===== src/verilog/wor_regs.svh =====
// Register offsets, field positions, reset values and cycle counts of the option bank
`ifndef WOR_REGS_SVH
`define WOR_REGS_SVH

// Register offsets on the plain register port
`define WOR_ADDR_CFG2       8'h1E
`define WOR_ADDR_CFG1       8'h1F
`define WOR_ADDR_STATUS     8'h20

// Option register 2 fields
`define WOR_C2_OSC_STOP     0
`define WOR_C2_EXT_CLK      1
`define WOR_C2_SLOW_XTAL    2
`define WOR_C2_XTAL         3

// Option register 1 fields
`define WOR_C1_WDOG_DIS     0
`define WOR_C1_STOP_EN      1
`define WOR_C1_SHORT_REC    2
`define WOR_C1_LV_5V        3
`define WOR_C1_LV_PWR_DIS   4
`define WOR_C1_LV_RST_DIS   5
`define WOR_C1_LV_STOP      6
`define WOR_C1_WDOG_RATE    7

// Status register fields
`define WOR_ST_CFG2_LOCK    0
`define WOR_ST_CFG1_LOCK    1
`define WOR_ST_SUPPLY_LOCK  2
`define WOR_ST_STOP         3
`define WOR_ST_RECOVER      4
`define WOR_ST_EXT_STABLE   5

// Reset values
`define WOR_CFG_RESET       8'h00

// Cycle counts, in cycles of the clock that each tick input marks
`define WOR_STAB_XTAL       18'h01000
`define WOR_STAB_SQUARE     18'h00010
`define WOR_REC_SHORT       18'h00020
`define WOR_REC_LONG        18'h01000
`define WOR_WDOG_SHORT      18'h01FF0
`define WOR_WDOG_LONG       32'h0003FFF0

`endif


===== src/verilog/wor_pkg.sv =====
// Types shared by the option bank files
`default_nettype none
package wor_pkg;

    // Stop mode sequencer
    typedef enum logic [1:0] {
        WOR_RUN     = 2'b00,
        WOR_STOP    = 2'b01,
        WOR_RECOVER = 2'b10
    } wor_stop_state_t;

    // Frequency window the clock monitor expects
    typedef enum logic [1:0] {
        WOR_MON_SQUARE    = 2'b00,
        WOR_MON_XTAL_FAST = 2'b01,
        WOR_MON_XTAL_SLOW = 2'b10,
        WOR_MON_OFF       = 2'b11
    } wor_mon_range_t;

endpackage

`default_nettype wire


===== src/verilog/wor_tick_counter.sv =====
// Tick counter that pulses once every limit ticks
`timescale 1ns/1ps
`default_nettype none

module wor_tick_counter (
    // Clock and reset
    input  wire logic        ref_clk,
    input  wire logic        rst,
    // Control
    input  wire logic        clear,
    input  wire logic        tick,
    input  wire logic [17:0] limit,
    // Result
    output logic             done
);

    logic [17:0] count_q;

    // Terminal tick of the current period
    assign done = tick && !clear && (count_q == (limit - 18'h00001));

    // Count ticks, wrap on done, restart on clear
    always_ff @(posedge ref_clk or posedge rst) begin
        if (rst) begin
            count_q <= 18'h00000;
        end else if (clear || done) begin
            count_q <= 18'h00000;
        end else if (tick) begin
            count_q <= count_q + 18'h00001;
        end
    end

endmodule

`default_nettype wire


===== src/verilog/wor_option_bank.sv =====
// Write-once option registers and the clock, stop, watchdog and low-voltage controls they steer
//
// The address-and-strobe port and the register addresses were left to the implementer.
`timescale 1ns/1ps
`default_nettype none
`include "wor_regs.svh"

// How it works
// - Crystal enable clear frees oscillator output pin for I/O; set makes it crystal pin while external clock enable is set.
// - Crystal enable picks crystal windows for monitor; clear accepts 60 Hz to 32 MHz.
// - Stabilization divider ends after 4096 ticks with crystal, 16 without.
// - Slow crystal select picks slow crystal and below-307.2 kHz monitor expectation.
// - Slow crystal select matters only while external clock enable is set.
// - Pin use follows external clock enable and crystal enable together.
// - Without run-in-stop, both clock outputs are held low during stop.
// - Watchdog rate select: long period set, 8176 ticks clear; reset clears it.
// - Low-voltage monitor runs in stop only if powered and run-in-stop set.
// - Reset disable blocks the low-voltage monitor's reset request.
// - Power disable powers the low-voltage monitor down.
// - Supply mode picks 5 V or 3 V; only power-on reset clears it.
// - Stop recovery takes 32 oscillator ticks when short, else 4096.
// - Wakeup by a low-voltage reset always takes the long recovery.
// - Stop instruction runs when enabled, otherwise reports an illegal opcode.
// - Watchdog disable stops the watchdog.
// - Watchdog counter requests reset on overflow; software clears it periodically.
// - Each option register takes one write after reset; reset clears all options but supply mode, which only power-on reset clears.
// - Option registers read back at any time.
module wor_option_bank #(
    parameter int WDOG_LONG_TICKS = `WOR_WDOG_LONG
) (
    // Clock and resets
    input  wire logic        ref_clk,
    input  wire logic        rst,
    input  wire logic        sysReset,
    // Register port
    input  wire logic [7:0]  regAddr,
    input  wire logic [7:0]  regWrData,
    input  wire logic        regWrite,
    input  wire logic        regRead,
    output logic      [7:0]  regRdData,
    // Clock generator side
    input  wire logic        extClkStart,
    input  wire logic        extClkTick,
    input  wire logic        oscTick,
    output logic             extClkStable,
    output logic             oscInPinGpio,
    output logic             oscOutPinGpio,
    output logic             oscInPinClock,
    output logic             oscOutPinCrystal,
    output logic             extOscEnable,
    output logic             slowCrystalMode,
    output logic             monitorExpectSlow,
    output logic      [1:0]  monitorRange,
    output logic             internalClkRun,
    output logic             externalClkRun,
    // Stop mode
    input  wire logic        stopInstr,
    input  wire logic        wakeEvent,
    output logic             illegalOpcode,
    output logic             stopActive,
    output logic             stopExit,
    // Watchdog
    input  wire logic        watchdogTick,
    input  wire logic        watchdogClear,
    output logic             watchdogEnable,
    output logic             watchdogResetReq,
    // Low-voltage monitor
    input  wire logic        lowVoltTrip,
    output logic             lowVoltPowered,
    output logic             lowVoltResetReq,
    output logic             lowVoltMode5V
);

    logic [7:0]                cfg1_q;
    logic [3:0]                opt1Hi_q;
    logic [2:0]                opt1Lo_q;
    logic                      supply_q;
    logic [7:0]                cfg2_q;
    logic                      cfg1Lock_q;
    logic                      cfg2Lock_q;
    logic                      supplyLock_q;
    logic                      longRec_q;
    wor_pkg::wor_stop_state_t  state_q;
    wor_pkg::wor_stop_state_t  state_d;
    logic                      stable_q;
    logic                      stabDone;
    logic                      recDone;
    logic                      wdogDone;
    logic                      inStop;
    logic                      lvReset;
    logic [17:0]               stabLimit;
    logic [17:0]               recLimit;
    logic [17:0]               wdogLimit;
    logic                      wr1;
    logic                      wr2;

    // Option bit views
    logic crystalEn;
    logic external_clock_enable;
    logic slowSel;
    logic oscRunStop;
    assign crystalEn  = cfg2_q[`WOR_C2_XTAL];
    assign external_clock_enable   = cfg2_q[`WOR_C2_EXT_CLK];
    assign slowSel    = cfg2_q[`WOR_C2_SLOW_XTAL];
    assign oscRunStop = cfg2_q[`WOR_C2_OSC_STOP];

    // First write to each register is taken, later ones dropped
    assign wr2 = regWrite && (regAddr == `WOR_ADDR_CFG2) && !cfg2Lock_q;
    assign wr1 = regWrite && (regAddr == `WOR_ADDR_CFG1) && !cfg1Lock_q;

    // Option register 2 and its lock
    always_ff @(posedge ref_clk or posedge rst) begin
        if (rst) begin
            cfg2_q     <= `WOR_CFG_RESET;
            cfg2Lock_q <= 1'b0;
        end else if (sysReset) begin
            cfg2_q     <= `WOR_CFG_RESET;
            cfg2Lock_q <= 1'b0;
        end else if (wr2) begin
            cfg2_q     <= regWrData & 8'h0F;
            cfg2Lock_q <= 1'b1;
        end
    end

    // Option register 1 except the supply mode bit
    always_ff @(posedge ref_clk or posedge rst) begin
        if (rst) begin
            opt1Hi_q   <= 4'h0;
            opt1Lo_q   <= 3'h0;
            cfg1Lock_q <= 1'b0;
        end else if (sysReset) begin
            opt1Hi_q   <= 4'h0;
            opt1Lo_q   <= 3'h0;
            cfg1Lock_q <= 1'b0;
        end else if (wr1) begin
            opt1Hi_q   <= regWrData[7:4];
            opt1Lo_q   <= regWrData[2:0];
            cfg1Lock_q <= 1'b1;
        end
    end

    // Supply mode bit keeps its own lock, both cleared only at power-on
    always_ff @(posedge ref_clk or posedge rst) begin
        if (rst) begin
            supply_q     <= 1'b0;
            supplyLock_q <= 1'b0;
        end else if (wr1 && !supplyLock_q) begin
            supply_q     <= regWrData[`WOR_C1_LV_5V];
            supplyLock_q <= 1'b1;
        end
    end

    // Register 1 as software sees it, each bit from a single owner
    assign cfg1_q = {opt1Hi_q, supply_q, opt1Lo_q};

    // Read data one cycle after the strobe, zero for unmapped offsets
    always_ff @(posedge ref_clk or posedge rst) begin
        if (rst) begin
            regRdData <= 8'h00;
        end else if (!regRead) begin
            regRdData <= 8'h00;
        end else if (regAddr == `WOR_ADDR_CFG2) begin
            regRdData <= cfg2_q;
        end else if (regAddr == `WOR_ADDR_CFG1) begin
            regRdData <= cfg1_q;
        end else if (regAddr == `WOR_ADDR_STATUS) begin
            regRdData <= {2'b00, stable_q, (state_q == wor_pkg::WOR_RECOVER),
                          inStop, supplyLock_q, cfg1Lock_q, cfg2Lock_q};
        end else begin
            regRdData <= 8'h00;
        end
    end

    // Pin use and external oscillator enable
    assign oscInPinGpio     = !external_clock_enable;
    assign oscInPinClock    = external_clock_enable;
    assign oscOutPinCrystal = external_clock_enable && crystalEn;
    assign oscOutPinGpio    = !oscOutPinCrystal;
    assign extOscEnable     = external_clock_enable;

    // Crystal speed and monitor window
    assign slowCrystalMode   = external_clock_enable && crystalEn && slowSel;
    assign monitorExpectSlow = external_clock_enable && slowSel;
    always_comb begin
        if (!external_clock_enable) begin
            monitorRange = wor_pkg::WOR_MON_OFF;
        end else if (!crystalEn) begin
            monitorRange = wor_pkg::WOR_MON_SQUARE;
        end else if (slowSel) begin
            monitorRange = wor_pkg::WOR_MON_XTAL_SLOW;
        end else begin
            monitorRange = wor_pkg::WOR_MON_XTAL_FAST;
        end
    end

    // External clock stabilization divider
    assign stabLimit = crystalEn ? `WOR_STAB_XTAL : `WOR_STAB_SQUARE;

    wor_tick_counter stabCounter (
        .ref_clk (ref_clk),
        .rst     (rst),
        .clear   (extClkStart || stable_q || !external_clock_enable),
        .tick    (extClkTick),
        .limit   (stabLimit),
        .done    (stabDone)
    );

    // Stable flag, dropped when stabilization restarts, on system reset or with the external clock off
    always_ff @(posedge ref_clk or posedge rst) begin
        if (rst) begin
            stable_q <= 1'b0;
        end else if (extClkStart || !external_clock_enable || sysReset) begin
            stable_q <= 1'b0;
        end else if (stabDone) begin
            stable_q <= 1'b1;
        end
    end
    assign extClkStable = stable_q;

    // Clock outputs stop in stop mode unless told to run
    assign inStop         = (state_q == wor_pkg::WOR_STOP);
    assign internalClkRun = !inStop || oscRunStop;
    assign externalClkRun = external_clock_enable && (!inStop || oscRunStop);

    // Low-voltage monitor controls
    assign lowVoltPowered = !cfg1_q[`WOR_C1_LV_PWR_DIS]
                            && (!inStop || cfg1_q[`WOR_C1_LV_STOP]);
    assign lvReset         = lowVoltTrip && lowVoltPowered;
    assign lowVoltResetReq = lvReset && !cfg1_q[`WOR_C1_LV_RST_DIS];
    assign lowVoltMode5V   = cfg1_q[`WOR_C1_LV_5V];

    // Stop mode sequencer
    always_comb begin
        state_d = state_q;
        case (state_q)
            wor_pkg::WOR_RUN: begin
                if (stopInstr && cfg1_q[`WOR_C1_STOP_EN]) begin
                    state_d = wor_pkg::WOR_STOP;
                end
            end
            wor_pkg::WOR_STOP: begin
                if (wakeEvent || lowVoltResetReq) begin
                    state_d = wor_pkg::WOR_RECOVER;
                end
            end
            wor_pkg::WOR_RECOVER: begin
                if (recDone) begin
                    state_d = wor_pkg::WOR_RUN;
                end
            end
            default: begin
                state_d = wor_pkg::WOR_RUN;
            end
        endcase
    end

    always_ff @(posedge ref_clk or posedge rst) begin
        if (rst) begin
            state_q <= wor_pkg::WOR_RUN;
        end else begin
            state_q <= state_d;
        end
    end

    // Recovery length chosen at wakeup
    always_ff @(posedge ref_clk or posedge rst) begin
        if (rst) begin
            longRec_q <= 1'b1;
        end else if (inStop && (wakeEvent || lowVoltResetReq)) begin
            longRec_q <= lowVoltResetReq || !cfg1_q[`WOR_C1_SHORT_REC];
        end
    end

    assign recLimit = longRec_q ? `WOR_REC_LONG : `WOR_REC_SHORT;

    wor_tick_counter recCounter (
        .ref_clk (ref_clk),
        .rst     (rst),
        .clear   (state_q != wor_pkg::WOR_RECOVER),
        .tick    (oscTick),
        .limit   (recLimit),
        .done    (recDone)
    );

    assign stopActive = (state_q != wor_pkg::WOR_RUN);
    assign stopExit   = recDone;

    // Disabled stop instruction flags an illegal opcode
    always_ff @(posedge ref_clk or posedge rst) begin
        if (rst) begin
            illegalOpcode <= 1'b0;
        end else begin
            illegalOpcode <= stopInstr && (state_q == wor_pkg::WOR_RUN)
                             && !cfg1_q[`WOR_C1_STOP_EN];
        end
    end

    // Watchdog: counts its ticks only in run state, not in stop or recovery, cleared by software or stop entry
    assign watchdogEnable = !cfg1_q[`WOR_C1_WDOG_DIS];
    assign wdogLimit = cfg1_q[`WOR_C1_WDOG_RATE] ? WDOG_LONG_TICKS[17:0]
                                                 : `WOR_WDOG_SHORT;

    wor_tick_counter wdogCounter (
        .ref_clk (ref_clk),
        .rst     (rst),
        .clear   (watchdogClear || !watchdogEnable || sysReset
                  || (state_d == wor_pkg::WOR_STOP)),
        .tick    (watchdogTick && (state_q == wor_pkg::WOR_RUN)),
        .limit   (wdogLimit),
        .done    (wdogDone)
    );

    // Overflow becomes a one-cycle reset request
    always_ff @(posedge ref_clk or posedge rst) begin
        if (rst) begin
            watchdogResetReq <= 1'b0;
        end else begin
            watchdogResetReq <= wdogDone;
        end
    end

endmodule

`default_nettype wire


===== config.mk =====
export PLATFORM = sky130hd
export DESIGN_NAME = wor_option_bank
export DESIGN_NICKNAME = d
export VERILOG_FILES = /design/src/verilog/wor_pkg.sv /design/src/verilog/wor_tick_counter.sv /design/src/verilog/wor_option_bank.sv
export VERILOG_INCLUDE_DIRS = /design/src /design/src/verilog
export SDC_FILE = /design/constraint.sdc
export NUM_CORES = 1
export LEC_CHECK = 0
export BUFFER_PORTS_ARGS = -buffer_cell sky130_fd_sc_hd__clkbuf_2
export CAP_MARGIN = 20
export CORE_ASPECT_RATIO = 1.1
export CORE_MARGIN = 3
export CORE_UTILIZATION = 46
export CTS_CLUSTER_DIAMETER = 100
export DETAILED_ROUTE_END_ITERATION = 8
export SYNTH_ARGS = -nofsm -noshare
export SYNTH_HDL_FRONTEND = slang
export SYNTH_HIERARCHICAL = 1
export SYNTH_SLANG_ARGS = --single-unit
export TNS_END_PERCENT = 30

===== constraint.sdc =====
create_clock -name ref_clk -period 3.05 [get_ports ref_clk]
set_clock_uncertainty 0.2 [all_clocks]
set_input_delay 0 -clock ref_clk [delete_from_list [all_inputs] [get_ports ref_clk]]
set_output_delay 0 -clock ref_clk [all_outputs]
set_load 0.01 [all_outputs]

==> run metrics <==
Final ANT Viol Nets=0; global-route congestion overflow total=0; Cell Count, Final, Fillers Out=1,216; endpoint class of the critical path=register; Post-route DRC=0; slew margin rel.=0.473; vias per cell=4.99; Chip Height=135 microns; GRT Overall Usage=0.209; RD Place Congestion=0.849; f_max=340 MHz; EDFF count, synth=0; Syn-to-layout area delta=24.7%; Crit Path Category=input port to register; die area=16,800 sq um; Nets=1,055; Worst Tran Pin Value=780 ps; io pins=57; vias in the first global route=5,685; Reg clk slew, reported paths=60 ps; met1 usage=0.296; Max Slew Vio Count=0; PD cells=281 nW/um^2; Post-Syn Instances=771; TNS Setup=0 ps; CTS buffer count=9; core area=14,700 sq um; area taken by flip-flops and latches=2080 sq um; dominant cell type by area after synthesis=dfrtp_1; Yosys cell types=74; ys flop type=dfrtp_1; H-tree depth=3; Yosys top cell area share=0.293; Yosys reg bits=83; Critical Path Source Type=input port; Max Cap Violations=0; Initial DRC Count=247; Initial Util=0.477; ys async rst share=1.00; main area contributors after synthesis=dfrtp_1 (29%), xnor2_1 (8.1%), xor2_1 (6.1%), nand2b_1 (4.8%), nor4_4 (3.3%); count leader, synth=dfrtp_1; Clock Tree Buf Depth=2; Core Rows=46; met2 Resource Use GR=0.329; share of cells above drive strength 1=0.162; yosys warns=6; first-pass GRT wire length=28,000 microns; DRT Wirelength=16,700 microns; status=complete, no violations; Finish-stage setup viols=0; final hold vios=0; sequential share of the synthesized area=0.297; Clock Latency Late Sink=340 ps; Filler Cell Count=1,365; hpwl dp=12,300 microns; WP data required=3130 ps; setup repair after global routing missed its margin=false; Worst IR Drop VDD=0.000242 V; buffers added on ports=56; Sink Count=83; Leak=0.00390 uW; Post-Syn Area=7010 sq um; die width=124 microns; TritonCTS clock tree=built; Most Crowded Layer GR=met2; Multi-input gate area=5250 sq um; drt pass-1 iters=4; Clock Root Buffer=clkbuf_16; period utilization=0.964; # placed instances=1,163; initial antenna violation count=0; Hold WC Path Type=input port to register; Avg Synthesized Cell Area=9.09 sq um; DR WL/cell=13.7 microns; Crit path arrival time=3020 ps; met3 Resource Use GR=0.0263; Antenna Cells=0; largest net degree at the start of global routing=30; vias=6,064; fin crit period=2940 ps; Commonest cells post-synth=dfrtp_1 (82), xnor2_1 (65), nand2b_1 (54); CP max FO=6
==> what timing repair did <==
| action | CTS | global route |
|---|---|---|
| hold buffers | 38 | 0 |
| setup endpoints to repair | 0 | 2 |
| endpoints found under the hold margin | 116 | 0 |
| resized for setup | 0 | 4 |
| setup buffers | 0 | 0 |
==> placed cells by master (no fill, tap or decap), types with 5 or more instances in the layout <==
cell type,count
a211oi_2,10
nor3b_1,8
inv_1,27
a211oi_1,10
a31oi_1,7
nor3_1,21
nand4_1,23
nor4_1,11
nor2_1,30
xnor2_1,65
dlygate4sd3_1,38
mux2i_1,19
clkbuf_2,56
o31ai_1,5
or2_2,5
nand2b_1,54
nor2b_1,15
o22ai_1,5
a211o_1,5
buf_4,15
conb_1,169
mux2_2,5
o21ai_0,12
a21boi_0,6
nor4_4,11
ha_1,6
and3_1,17
nand3_1,30
and4_1,8
nand2_1,44
or3_1,8
nand3b_1,5
clkbuf_16,9
a21oi_1,33
xor2_1,49
a21oi_2,20
dfrtp_1,82
==> metrics by stage <==
step                area (sq um)  utilization  power (uW)  setup WS (ps)  hold slack, ps
floorplan                   7630            -        1380            244            -261
global placement            8080        0.550        1440            292           -32.7
detailed placement          8080        0.550        1440            282           -29.9
CTS                         8720        0.594        2480           46.2            1.66
global route                8740        0.596        2590           32.9            56.8
finish                      8740        0.596        2460            110            35.3
==> worst max-delay path: stages <==
cell	delay, ps
dlygate4sd3_1	540
clkbuf_2	130
or4b_4	620
nor4_4	370
dlygate4sd3_1	620
mux2i_1	170
dlygate4sd3_1	550
==> path summary, 6_finish.rpt <==
path / startpoint / end / slack (ps) / cells after the start
worst max-delay path: regAddr[7] / cfg2_q[2] / 110 / 7
min in group asynchronous: rst / cfg2_q[1] / 150 / 4
worst min-delay path: regAddr[6] / supplyLock_q / 40 / 4
worst max register to register: opt1Hi_q[0] / watchdogResetReq / 410 / 8
max in group asynchronous: rst / wdogCounter/count_q[17] / 2010 / 3
worst min register to register: opt1Lo_q[1] / illegalOpcode / 280 / 1
==> layer usage <==
| metal | up-vias | wire (microns) | part of all wire |
|---|---|---|---|
| met5 | - | 0 | 0 |
| met4 | 0 | 335 | 0.020 |
| met3 | 26 | 610 | 0.036 |
| met2 | 138 | 7690 | 0.46 |
| met1 | 2791 | 8080 | 0.48 |
| li1 | 3109 | - | - |
==> flip-flops by register name (all words and copies together), names as in the netlist <==
name	cells
longRec_q	1
watchdogResetReq	1
state_q	2
stabCounter/count_q	18
extClkStable	1
cfg2Lock_q	1
lowVoltMode5V	1
regRdData	8
illegalOpcode	1
wdogCounter/count_q	18
opt1Lo_q	3
recCounter/count_q	18
cfg2_q	4
opt1Hi_q	4
supplyLock_q	1
cfg1Lock_q	1
==> final cells by class <==
cell class	instances	area share
clock buffers	13	0.0286
multi-input cells	788	0.600
repair buffers	111	0.0930
well taps	192	0.0275
clock inverters	2	0.00143
flip-flops and latches	83	0.238
inverters	27	0.0116
==> cell families (layout without fill, tap and decap cells) <==
kind of cell / Yosys count / in the layout / share of synthesized area
mux: 24 / 24 / 0.0352
flops: 83 / 83 / 0.297
other cells: 2 / 169 / 0.00107
compound gates: 142 / 142 / 0.151
buf+inv: 67 / 153 / 0.0477
simple gates: 333 / 333 / 0.315
fa+ha+maj: 6 / 6 / 0.0107
xor+xnor: 114 / 114 / 0.142
==> report_power, final <==
group | internal [uW] | switching [uW]
Sequential | 1110 | 7.33
Clock | 569 | 425
Combinational | 139 | 208
Total | 1820 | 641
No activity file was read; power rests on OpenSTA's default activity.
